$ cat config.mk
export PLATFORM = sky130hd
export DESIGN_NAME = nvc_ctrl
export DESIGN_NICKNAME = d
export VERILOG_FILES = /design/src/nvc_pkg.sv /design/src/nvc_op_timer.sv /design/src/nvc_unlock.sv /design/src/nvc_ctrl.sv
export SDC_FILE = /design/constraint.sdc
export NUM_CORES = 1
export LEC_CHECK = 0
export ABC_AREA = 0
export BUFFER_PORTS_ARGS = -buffer_cell sky130_fd_sc_hd__buf_2
export CAP_MARGIN = 20
export CORE_MARGIN = 5
export CORE_UTILIZATION = 25
export CTS_BUF_LIST = sky130_fd_sc_hd__clkbuf_4 sky130_fd_sc_hd__clkbuf_8
export DETAILED_ROUTE_END_ITERATION = 10
export SLEW_MARGIN = 0
export SYNTH_ARGS = -nofsm -noshare
export SYNTH_HDL_FRONTEND = slang
export SYNTH_SLANG_ARGS = --single-unit
$ cat constraint.sdc
create_clock -name clk -period 4.58 [get_ports clk]
set_input_delay 1.145 -clock clk [delete_from_list [all_inputs] [get_ports clk]]
set_output_delay 1.145 -clock clk [all_outputs]
set_load 0.03 [all_outputs]
$ cat src/nvc_pkg.sv
package nvc_pkg;

	// ----------------------------------------
	// Register map
	// ----------------------------------------
	localparam logic [3:0] NVC_OFS_CMD = 4'h0;
	localparam logic [3:0] NVC_OFS_PROT = 4'h1;
	localparam logic [3:0] NVC_OFS_STATUS = 4'h2;
	localparam logic [3:0] NVC_OFS_IRQEN = 4'h3;
	localparam logic [3:0] NVC_OFS_IRQFLAG = 4'h4;

	localparam logic [7:0] NVC_RST_CMD = 8'h00;
	localparam logic [7:0] NVC_RST_PROT = 8'h30;
	localparam logic [7:0] NVC_RST_STATUS = 8'h00;
	localparam logic [7:0] NVC_RST_IRQEN = 8'h00;

	// ----------------------------------------
	// Field positions
	// ----------------------------------------
	localparam int NVC_POS_LOCK = 7;
	localparam int NVC_POS_MAP = 4;
	localparam int NVC_POS_DATAWP = 2;
	localparam int NVC_POS_BOOT_READ_GUARD = 1;
	localparam int NVC_POS_CODEWP = 0;
	localparam int NVC_POS_ERR = 4;
	localparam int NVC_POS_EEPROM_IN_PROGRESS = 1;
	localparam int NVC_POS_FLASH_IN_PROGRESS = 0;
	localparam int NVC_POS_READY = 0;

	// ----------------------------------------
	// Command codes
	// ----------------------------------------
	localparam logic [6:0] NVC_IDLE_CODE = 7'h00;
	localparam logic [6:0] NVC_NULL_OP_CODE = 7'h01;
	localparam logic [6:0] NVC_FLASH_WRITE_ARM = 7'h02;
	localparam logic [6:0] NVC_FLASH_PAGE_ERASE_ARM = 7'h08;
	localparam logic [6:0] NVC_FLASH_32_PAGE_ERASE_ARM = 7'h0d;
	localparam logic [6:0] NVC_EEPROM_WRITE_ARM = 7'h12;
	localparam logic [6:0] NVC_EEPROM_ERASE_WRITE_ARM = 7'h13;
	localparam logic [6:0] NVC_EEPROM_BYTE_ERASE_ARM = 7'h18;
	localparam logic [6:0] NVC_EEPROM_32_BYTE_ERASE_ARM = 7'h1d;
	localparam logic [6:0] NVC_FULL_ARRAY_ERASE = 7'h20;
	localparam logic [6:0] NVC_WHOLE_EEPROM_ERASE = 7'h30;

	// Error codes
	localparam logic [2:0] NVC_ERR_NONE = 3'h0;
	localparam logic [2:0] NVC_ERR_UNSUPPORTED = 3'h1;
	localparam logic [2:0] NVC_ERR_GUARDED = 3'h2;
	localparam logic [2:0] NVC_ERR_OVERLAP = 3'h3;

	// Default operation lengths in clock cycles; unlock window in executed instructions
	localparam int NVC_FLASH_OP_CYCLES = 64;
	localparam int NVC_EEPROM_OP_CYCLES = 64;
	localparam int NVC_UNLOCK_WINDOW = 4;

	// ----------------------------------------
	// Types
	// ----------------------------------------
	typedef enum logic [1:0] {
		NVC_TGT_NONE,
		NVC_TGT_FLASH,
		NVC_TGT_EEPROM,
		NVC_TGT_BOTH
	} nvc_target_t;

	// Decoded command
	typedef struct packed {
		logic valid;
		logic immediate;
		nvc_target_t target;
	} nvc_cmd_info_t;

	// Register port request
	typedef struct packed {
		logic [3:0] addr;
		logic [7:0] wdata;
		logic wr;
		logic rd;
	} nvc_reg_req_t;

	// Store attempt from the core
	typedef struct packed {
		logic valid;
		logic to_eeprom;
		logic app_code;
		logic app_data;
	} nvc_store_t;

endpackage

$ cat src/nvc_op_timer.sv
`timescale 1ns/10ps
`default_nettype none

// Busy timer standing in for the array: counts one operation to its end
module nvc_op_timer #(
	parameter int CYCLES = 64
) (
	// Clock and reset
	input wire logic clk,
	input wire logic nrst,
	// Control
	input wire logic start,
	// Status
	output logic busy
);
	import nvc_pkg::*;

	localparam int CW = $clog2(CYCLES + 1);
	logic [CW-1:0] count;
	logic [CW-1:0] next_count;

	// Load on start, count down to zero
	always_comb begin
		next_count = count;
		if (start) begin
			next_count = CW'(CYCLES);
		end else if (count != '0) begin
			next_count = count - 1'b1;
		end
	end

	always_ff @(posedge clk) begin
		if (!nrst) begin
			count <= '0;
		end else begin
			count <= next_count;
		end
	end

	assign busy = (count != '0);

endmodule
`default_nettype wire

$ cat src/nvc_unlock.sv
`timescale 1ns/10ps
`default_nettype none

// Opens a short write window after the configuration key is seen
module nvc_unlock #(
	parameter int WINDOW = 4
) (
	// Clock and reset
	input wire logic clk,
	input wire logic nrst,
	// Core events
	input wire logic key_seen,
	input wire logic instr_step,
	// Window state
	output logic open
);
	import nvc_pkg::*;

	localparam int WW = $clog2(WINDOW + 1);
	logic [WW-1:0] left;
	logic [WW-1:0] next_left;

	// Key reloads; each executed instruction uses one slot
	always_comb begin
		next_left = left;
		if (key_seen) begin
			next_left = WW'(WINDOW);
		end else if (instr_step && left != '0) begin
			next_left = left - 1'b1;
		end
	end

	always_ff @(posedge clk) begin
		if (!nrst) begin
			left <= '0;
		end else begin
			left <= next_left;
		end
	end

	assign open = (left != '0);

endmodule
`default_nettype wire

$ cat src/nvc_ctrl.sv
`timescale 1ns/10ps
`default_nettype none

module nvc_ctrl #(
	parameter int FLASH_CYCLES = nvc_pkg::NVC_FLASH_OP_CYCLES,
	parameter int EEPROM_CYCLES = nvc_pkg::NVC_EEPROM_OP_CYCLES
) (
	// Clock and reset
	input wire logic clk,
	input wire logic nrst,
	// Register port
	input wire nvc_pkg::nvc_reg_req_t req,
	output logic [7:0] rdata,
	// Core context
	input wire logic from_debug_port,
	input wire logic key_seen,
	input wire logic instr_step,
	input wire logic exec_in_boot,
	// Fuse
	input wire logic preserve_eeprom_fuse,
	// Store attempts and boot accesses
	input wire nvc_pkg::nvc_store_t store,
	input wire logic boot_read,
	input wire logic boot_fetch,
	output logic store_wait,
	output logic boot_data_zero,
	output logic boot_fetch_nop,
	// Array side
	output logic flash_start,
	output logic eeprom_start,
	output logic [1:0] flash_window_select,
	// Interrupt request
	output logic irq
);
	import nvc_pkg::*;

	// ----------------------------------------
	// Command decode
	// ----------------------------------------
	function automatic nvc_cmd_info_t decode(input logic [6:0] c);
		nvc_cmd_info_t d;
		d = '{valid: 1'b1, immediate: 1'b0, target: NVC_TGT_NONE};
		if (c == NVC_FLASH_WRITE_ARM ||
			(c >= NVC_FLASH_PAGE_ERASE_ARM &&
			c <= NVC_FLASH_32_PAGE_ERASE_ARM)) begin
			d.target = NVC_TGT_FLASH;
		end else if (c == NVC_EEPROM_WRITE_ARM ||
			c == NVC_EEPROM_ERASE_WRITE_ARM ||
			(c >= NVC_EEPROM_BYTE_ERASE_ARM &&
			c <= NVC_EEPROM_32_BYTE_ERASE_ARM)) begin
			d.target = NVC_TGT_EEPROM;
		end else if (c == NVC_FULL_ARRAY_ERASE) begin
			d.target = NVC_TGT_BOTH;
			d.immediate = 1'b1;
		end else if (c == NVC_WHOLE_EEPROM_ERASE) begin
			d.target = NVC_TGT_EEPROM;
			d.immediate = 1'b1;
		end else if (c != NVC_IDLE_CODE && c != NVC_NULL_OP_CODE) begin
			d.valid = 1'b0;
		end
		return d;
	endfunction

	function automatic logic is_rest(input logic [6:0] c);
		return (c == NVC_IDLE_CODE || c == NVC_NULL_OP_CODE);
	endfunction

	// ----------------------------------------
	// State
	// ----------------------------------------
	logic [6:0] cmd;
	logic [6:0] next_cmd;
	logic lock, next_lock;
	logic [1:0] fmap, next_fmap;
	logic data_wp, next_data_wp;
	logic code_wp, next_code_wp;
	logic boot_rp, next_boot_rp;
	logic boot_rp_live, next_boot_rp_live;
	logic [2:0] err, next_err;
	logic irq_en, next_irq_en;
	logic ready_flag, next_ready_flag;
	logic flash_busy, eeprom_busy, unlocked;
	logic next_fstart, next_estart;
	logic [7:0] next_rdata;
	nvc_cmd_info_t info;
	nvc_cmd_info_t armed;
	logic wr_cmd, wr_prot, wr_stat;

	nvc_unlock #(
		.WINDOW(NVC_UNLOCK_WINDOW)
	) u_unlock (
		.clk(clk),
		.nrst(nrst),
		.key_seen(key_seen),
		.instr_step(instr_step),
		.open(unlocked)
	);

	nvc_op_timer #(
		.CYCLES(FLASH_CYCLES)
	) u_flash_timer (
		.clk(clk),
		.nrst(nrst),
		.start(flash_start),
		.busy(flash_busy)
	);

	nvc_op_timer #(
		.CYCLES(EEPROM_CYCLES)
	) u_eeprom_timer (
		.clk(clk),
		.nrst(nrst),
		.start(eeprom_start),
		.busy(eeprom_busy)
	);

	assign info = decode(req.wdata[6:0]);
	// Decoded view of the command that is armed now
	assign armed = decode(cmd);
	assign wr_cmd = req.wr && req.addr == NVC_OFS_CMD;
	assign wr_prot = req.wr && req.addr == NVC_OFS_PROT;
	assign wr_stat = req.wr && req.addr == NVC_OFS_STATUS;

	// stall stores while the EEPROM is busy
	assign store_wait = store.valid && eeprom_busy;

	// ----------------------------------------
	// Next state of registers and command engine
	// ----------------------------------------
	always_comb begin
		logic guarded;
		logic [2:0] ev_err;
		logic ev;
		guarded = 1'b0;
		ev_err = NVC_ERR_NONE;
		ev = 1'b0;
		next_cmd = cmd;
		next_lock = lock;
		next_fmap = fmap;
		next_data_wp = data_wp;
		next_code_wp = code_wp;
		next_boot_rp = boot_rp;
		next_boot_rp_live = boot_rp_live;
		next_err = err;
		next_irq_en = irq_en;
		next_ready_flag = ready_flag;
		next_fstart = 1'b0;
		next_estart = 1'b0;

		if (wr_cmd && unlocked) begin
			if (!info.valid) begin
				ev = 1'b1;
				ev_err = NVC_ERR_UNSUPPORTED;
			end else if (!is_rest(req.wdata[6:0]) &&
				((!is_rest(cmd) && req.wdata[6:0] != cmd) ||
				flash_busy || eeprom_busy)) begin
				// overlap while armed or in progress
				ev = 1'b1;
				ev_err = NVC_ERR_OVERLAP;
			end else if (info.immediate && info.target == NVC_TGT_BOTH &&
				!from_debug_port) begin
				// full erase only from the debug port
				ev = 1'b1;
				ev_err = NVC_ERR_UNSUPPORTED;
			end else begin
				next_cmd = req.wdata[6:0];
				if (info.immediate) begin
					next_fstart = (info.target == NVC_TGT_BOTH);
					next_estart = (info.target == NVC_TGT_EEPROM) ||
						!preserve_eeprom_fuse;
				end
			end
		end

		// armed operation started by a store
		if (store.valid && !store_wait) begin
			guarded = (store.app_code && code_wp) ||
				(store.app_data && data_wp);
			if (guarded && !is_rest(cmd)) begin
				ev = 1'b1;
				ev_err = NVC_ERR_GUARDED;
			end else if (armed.target == NVC_TGT_FLASH &&
				!store.to_eeprom && !flash_busy) begin
				next_fstart = 1'b1;
			end else if (armed.target == NVC_TGT_EEPROM &&
				!armed.immediate && store.to_eeprom) begin
				next_estart = 1'b1;
			end
		end

		// window select needs no unlock; lock freezes it
		if (wr_prot && !lock) begin
			next_fmap = req.wdata[NVC_POS_MAP +: 2];
		end
		// guard bits behind unlock; set-only until reset
		if (wr_prot && unlocked) begin
			next_lock = lock | req.wdata[NVC_POS_LOCK];
			next_data_wp = data_wp | req.wdata[NVC_POS_DATAWP];
			next_code_wp = code_wp | req.wdata[NVC_POS_CODEWP];
			// only boot code may set it
			if (exec_in_boot) begin
				next_boot_rp = boot_rp | req.wdata[NVC_POS_BOOT_READ_GUARD];
			end
		end
		// takes effect once execution leaves boot
		if (boot_rp && !exec_in_boot) begin
			next_boot_rp_live = 1'b1;
		end

		// clear by zero write; a new error wins
		if (wr_stat && req.wdata[NVC_POS_ERR +: 3] == 3'h0) begin
			next_err = NVC_ERR_NONE;
		end
		if (ev) begin
			next_err = ev_err;
		end

		if (req.wr && req.addr == NVC_OFS_IRQEN) begin
			next_irq_en = req.wdata[NVC_POS_READY];
		end
		// set while idle wins over the clear
		if (req.wr && req.addr == NVC_OFS_IRQFLAG &&
			req.wdata[NVC_POS_READY]) begin
			next_ready_flag = 1'b0;
		end
		if (!eeprom_busy && !eeprom_start) begin
			next_ready_flag = 1'b1;
		end
	end

	// ----------------------------------------
	// Read data, one cycle after the strobe
	// ----------------------------------------
	always_comb begin
		next_rdata = 8'h00;
		if (req.rd) begin
			case (req.addr)
				NVC_OFS_CMD: next_rdata = {1'b0, cmd};
				NVC_OFS_PROT: next_rdata = {lock, 1'b0, fmap, 1'b0,
					data_wp, boot_rp, code_wp};
				NVC_OFS_STATUS: next_rdata = {1'b0, err, 2'b00,
					eeprom_busy, flash_busy};
				NVC_OFS_IRQEN: next_rdata = {7'h00, irq_en};
				NVC_OFS_IRQFLAG: next_rdata = {7'h00, ready_flag};
				default: next_rdata = 8'h00;
			endcase
		end
	end

	// Register everything
	always_ff @(posedge clk) begin
		if (!nrst) begin
			cmd <= NVC_RST_CMD[6:0];
			lock <= NVC_RST_PROT[NVC_POS_LOCK];
			fmap <= NVC_RST_PROT[NVC_POS_MAP +: 2];
			data_wp <= NVC_RST_PROT[NVC_POS_DATAWP];
			code_wp <= NVC_RST_PROT[NVC_POS_CODEWP];
			boot_rp <= NVC_RST_PROT[NVC_POS_BOOT_READ_GUARD];
			boot_rp_live <= 1'b0;
			err <= NVC_RST_STATUS[NVC_POS_ERR +: 3];
			irq_en <= NVC_RST_IRQEN[NVC_POS_READY];
			ready_flag <= 1'b0;
			flash_start <= 1'b0;
			eeprom_start <= 1'b0;
			rdata <= 8'h00;
		end else begin
			cmd <= next_cmd;
			lock <= next_lock;
			fmap <= next_fmap;
			data_wp <= next_data_wp;
			code_wp <= next_code_wp;
			boot_rp <= next_boot_rp;
			boot_rp_live <= next_boot_rp_live;
			err <= next_err;
			irq_en <= next_irq_en;
			ready_flag <= next_ready_flag;
			flash_start <= next_fstart;
			eeprom_start <= next_estart;
			rdata <= next_rdata;
		end
	end

	assign flash_window_select = fmap;
	// boot guard on reads from elsewhere and on fetches
	assign boot_data_zero = boot_rp_live && boot_read && !exec_in_boot;
	assign boot_fetch_nop = boot_rp_live && boot_fetch;
	assign irq = irq_en && ready_flag;
endmodule
`default_nettype wire

==> impl_metrics.py <==
metrics = {
    "sta": {
        "tightest_slew_ns": 0.9316,
        "skew_ns": 0.004144,
        "slew_headroom_pct": 37.41,
        "finalHoldViolCount": 0,
        "rsz0062_at_grt": "no",
        "fin_tns_setup_ns": 0,
        "period_needed_ns": 3.181,
        "drv_slew": 0,
        "period_share_pct": 69.45,
        "max_freq_mhz": 314.4,
        "setup_viol": 0,
    },
    "floorplan": {
        "die_w_um": 104.5,
        "rows": 34,
        "start_util_pct": 25.60,
        "die_area_um2": 10920,
        "core_um2": 8721,
        "die_h_um": 104.5,
        "io_pins": 43,
    },
    "run_status": {
        "status": "finished clean",
    },
    "global_routing": {
        "gr-max-usage-layer": "met2",
        "grt_max_degree": 20,
        "grt_use_met2_pct": 18.24,
        "grt_pass1_wl_mm": 9.729,
        "grt_use_met3_pct": 2.980,
        "grt_pass1_vias": 1953,
        "antenna_found_initial": 0,
        "track_usage_pct": 10.90,
        "gr-total-overflow": 0,
        "use_met1_pct": 13.18,
    },
    "setup_path": {
        "worstPathMaxFanout": 8,
        "crit_path_end_kind": "primary output",
        "critPathTopFamily": "simple AND/OR/NAND/NOR gates",
        "worstPathArrival_ns": 2.04,
        "crit_cells": 6,
        "crit_required_ns": 3.43,
        "crit_slowest_cell": "or4_1",
        "cpPeakStageDelay_ns": 0.63,
        "cp_num_buf_inv": 2,
        "timing.rr.end": "eeprom_start",
        "cp-endpoint": "store_wait",
        "crit_chain": "inv_1 -> ha_1 -> nand2b_1 -> or4_1 -> and2_1 -> buf_2",
        "cp-startpoint": "u_eeprom_timer.count[0]",
        "reg2regPathDepth": 8,
        "crit_type": "reg -> out",
        "critPathLaunchType": "flip-flop",
        "r2r_start": "u_flash_timer.count[0]",
        "r2r_slack_ns": 2.05,
    },
    "pwr": {
        "finalPower_w": 0.001221,
        "pwr-share-comb_pct": 33.5,
        "internal_power_w": 0.0008089,
        "peakVddDrop_v": 0.0001552,
        "p_seq_share_pct": 40.6,
        "clockPowerShare_pct": 25.9,
        "p_leak_nw": 1.051,
        "sw_frac_of_total_pct": 33.76,
        "p_per_area_nw_per_um2": 461.2,
        "p_switching_w": 0.0004123,
    },
    "routing": {
        "wl_mm": 5.947,
        "dr.first_iter.drc_count": 165,
        "via_per_inst": 4.863,
        "drc": 0,
        "detail-route-antenna-nets": 0,
        "wl_per_cell_um": 14.26,
        "dr.pass1.iters": 4,
        "vias": 2028,
    },
    "layout": {
        "final_util_pct": 30.36,
        "regArea_um2": 900.9,
        "fillers": 929,
        "final_cell_mix": "dfxtp_1 (45), buf_2 (42), nor2_1 (40)",
        "syn_to_final_growth_pct": 18.61,
        "multi_input_comb_area_um2": 1247,
        "design_area_um2": 2648,
        "antenna_cells": 0,
        "final_common_cell": "dfxtp_1",
        "drive_above_1_share_pct": 17.48,
        "nNetsFinal": 339,
        "instances_no_fill": 417,
    },
    "clocking": {
        "clk_latency_ns": 0.30,
        "htree_levels": 2,
        "ctsResizeCount": 0,
        "hold_buffers": 0,
        "cts_buffer_depth": 2,
        "cts_sinks": 45,
        "cts_tree": "built",
        "clock-root-buffer": "clkbuf_8",
        "cts_buffers": 5,
        "cts_setup_buffers": 0,
        "clkTransAtPathRegs_ns": 0.08,
    },
    "placed_design": {
        "placed_cells": 409,
        "port_buffers": 42,
        "hpwlAfterDp_mm": 4.641,
        "gp_congestion": 0.9079,
        "placed_area_um2": 2527,
    },
    "yosys": {
        "ys_types": 50,
        "synth_nets": 301,
        "syn_inst": 270,
        "ys_warn_count": 0,
        "synth-async-reset-ratio_pct": 0,
        "synth_edf_count": 0,
        "yosysSeqAreaShare_pct": 40.36,
        "synth_ff_type": "dfxtp_1",
        "avgSynthCellArea_um2": 8.267,
        "synth-seq-cells": 45,
        "syn-cell-area_um2": 2232,
    },
    "hold_path": {
        "hp-class": "reg -> reg",
        "hold-path-cell-count": 2,
    },
    "run": {
        "drv_cap": 0,
    },
}
-- Yosys cell counts (all sizes together), types with 2 or more instances --
library cell | instances | area, um^2
nor2b | 4 | 25.02
o31ai | 2 | 20.02
a31oi | 2 | 12.51
nand2 | 18 | 67.56
or2 | 2 | 12.51
a211oi | 4 | 30.03
buf | 4 | 23.77
or3 | 3 | 23.77
mux2i | 9 | 90.09
nand3 | 11 | 55.05
inv | 8 | 30.03
nor4 | 4 | 25.02
o21ai | 10 | 53.80
a21oi | 25 | 125.1
nand2b | 13 | 81.33
or4 | 4 | 30.03
and2 | 4 | 25.02
nor2 | 40 | 150.1
xor2 | 5 | 43.79
clkbuf | 7 | 26.28
and3 | 3 | 18.77
nor4b | 2 | 17.52
xnor2 | 11 | 96.34
dfxtp | 45 | 900.9
nor3 | 7 | 35.03
nand4 | 2 | 12.51
ha | 4 | 50.05
-- routing by layer --
layer	up-vias	wire length, um
met5	-	0
met4	0	183
met3	15	296
met2	57	2833
met1	939	2634
li1	1017	-
-- how the worst min path moves through the flow --
stage | from | endpoint
global route | lock | rdata[7]
global placement | lock | rdata[7]
CTS | lock | rdata[7]
finish | lock | rdata[7]
detailed placement | lock | rdata[7]
floorplan | lock | rdata[7]
-- metrics by stage --
step | hold slack (ns) | setup WS [ns]
after floorplan | 0.4226 | 1.459
after global placement | 0.4434 | 1.344
after detailed placement | 0.4591 | 1.280
after CTS | 0.4715 | 1.377
after global routing | 0.5034 | 1.288
final | 0.4711 | 1.399
-- worst reg2reg max path, stage by stage, from the launching register on --
cell and delay [ns]:
dfxtp_1 0.34, inv_1 0.07, ha_1 0.16, nand2b_1 0.10, or4b_1 0.68, o21ai_2 0.26
o211ai_4 0.15, or4_1 0.53, a21oi_1 0.15
-- sequential cells by signal, indices dropped and copies added (netlist names) --
register              cells
u_flash_timer.count       7
cmd                       7
u_unlock.left             3
flash_window_select       2
code_wp                   1
eeprom_start              1
lock                      1
irq_en                    1
data_wp                   1
boot_rp                   1
ready_flag                1
u_eeprom_timer.count      7
flash_start               1
err                       2
boot_rp_live              1
rdata                     8
-- power groups by stage --
stage | registers (W) | clock network, W | logic [W]
after floorplan | 0.000495 | 0 | 0.000331
after global placement | 0.000501 | 0 | 0.000396
after detailed placement | 0.000504 | 0 | 0.000410
after CTS | 0.000495 | 0.000325 | 0.000412
after global routing | 0.000503 | 0.000346 | 0.000454
final | 0.000495 | 0.000317 | 0.000409
-- logic make-up (layout without fill, tap and decap cells) --
kind of cell / Yosys count / count (layout) / synth area share (%)
and+or+nand+nor: 123 / 123 / 28.31
AOI/OAI and AO/OA: 53 / 53 / 15.02
DFF: 45 / 45 / 40.36
buffers and inverters: 20 / 59 / 3.756
xor gates and xnor gates: 16 / 16 / 6.278
muxes: 9 / 9 / 4.036
adders and majority gates: 4 / 4 / 2.242
-- area by class of cell --
type	instances	share of cell area [%]
tap	108	5.104
multi-input combinational	205	47.12
clock inverter	1	1.134
clock buffer	7	3.403
inverter	9	1.276
sequential	45	34.03
timing repair buffer	42	7.940
(Power assumes the default switching activity.)
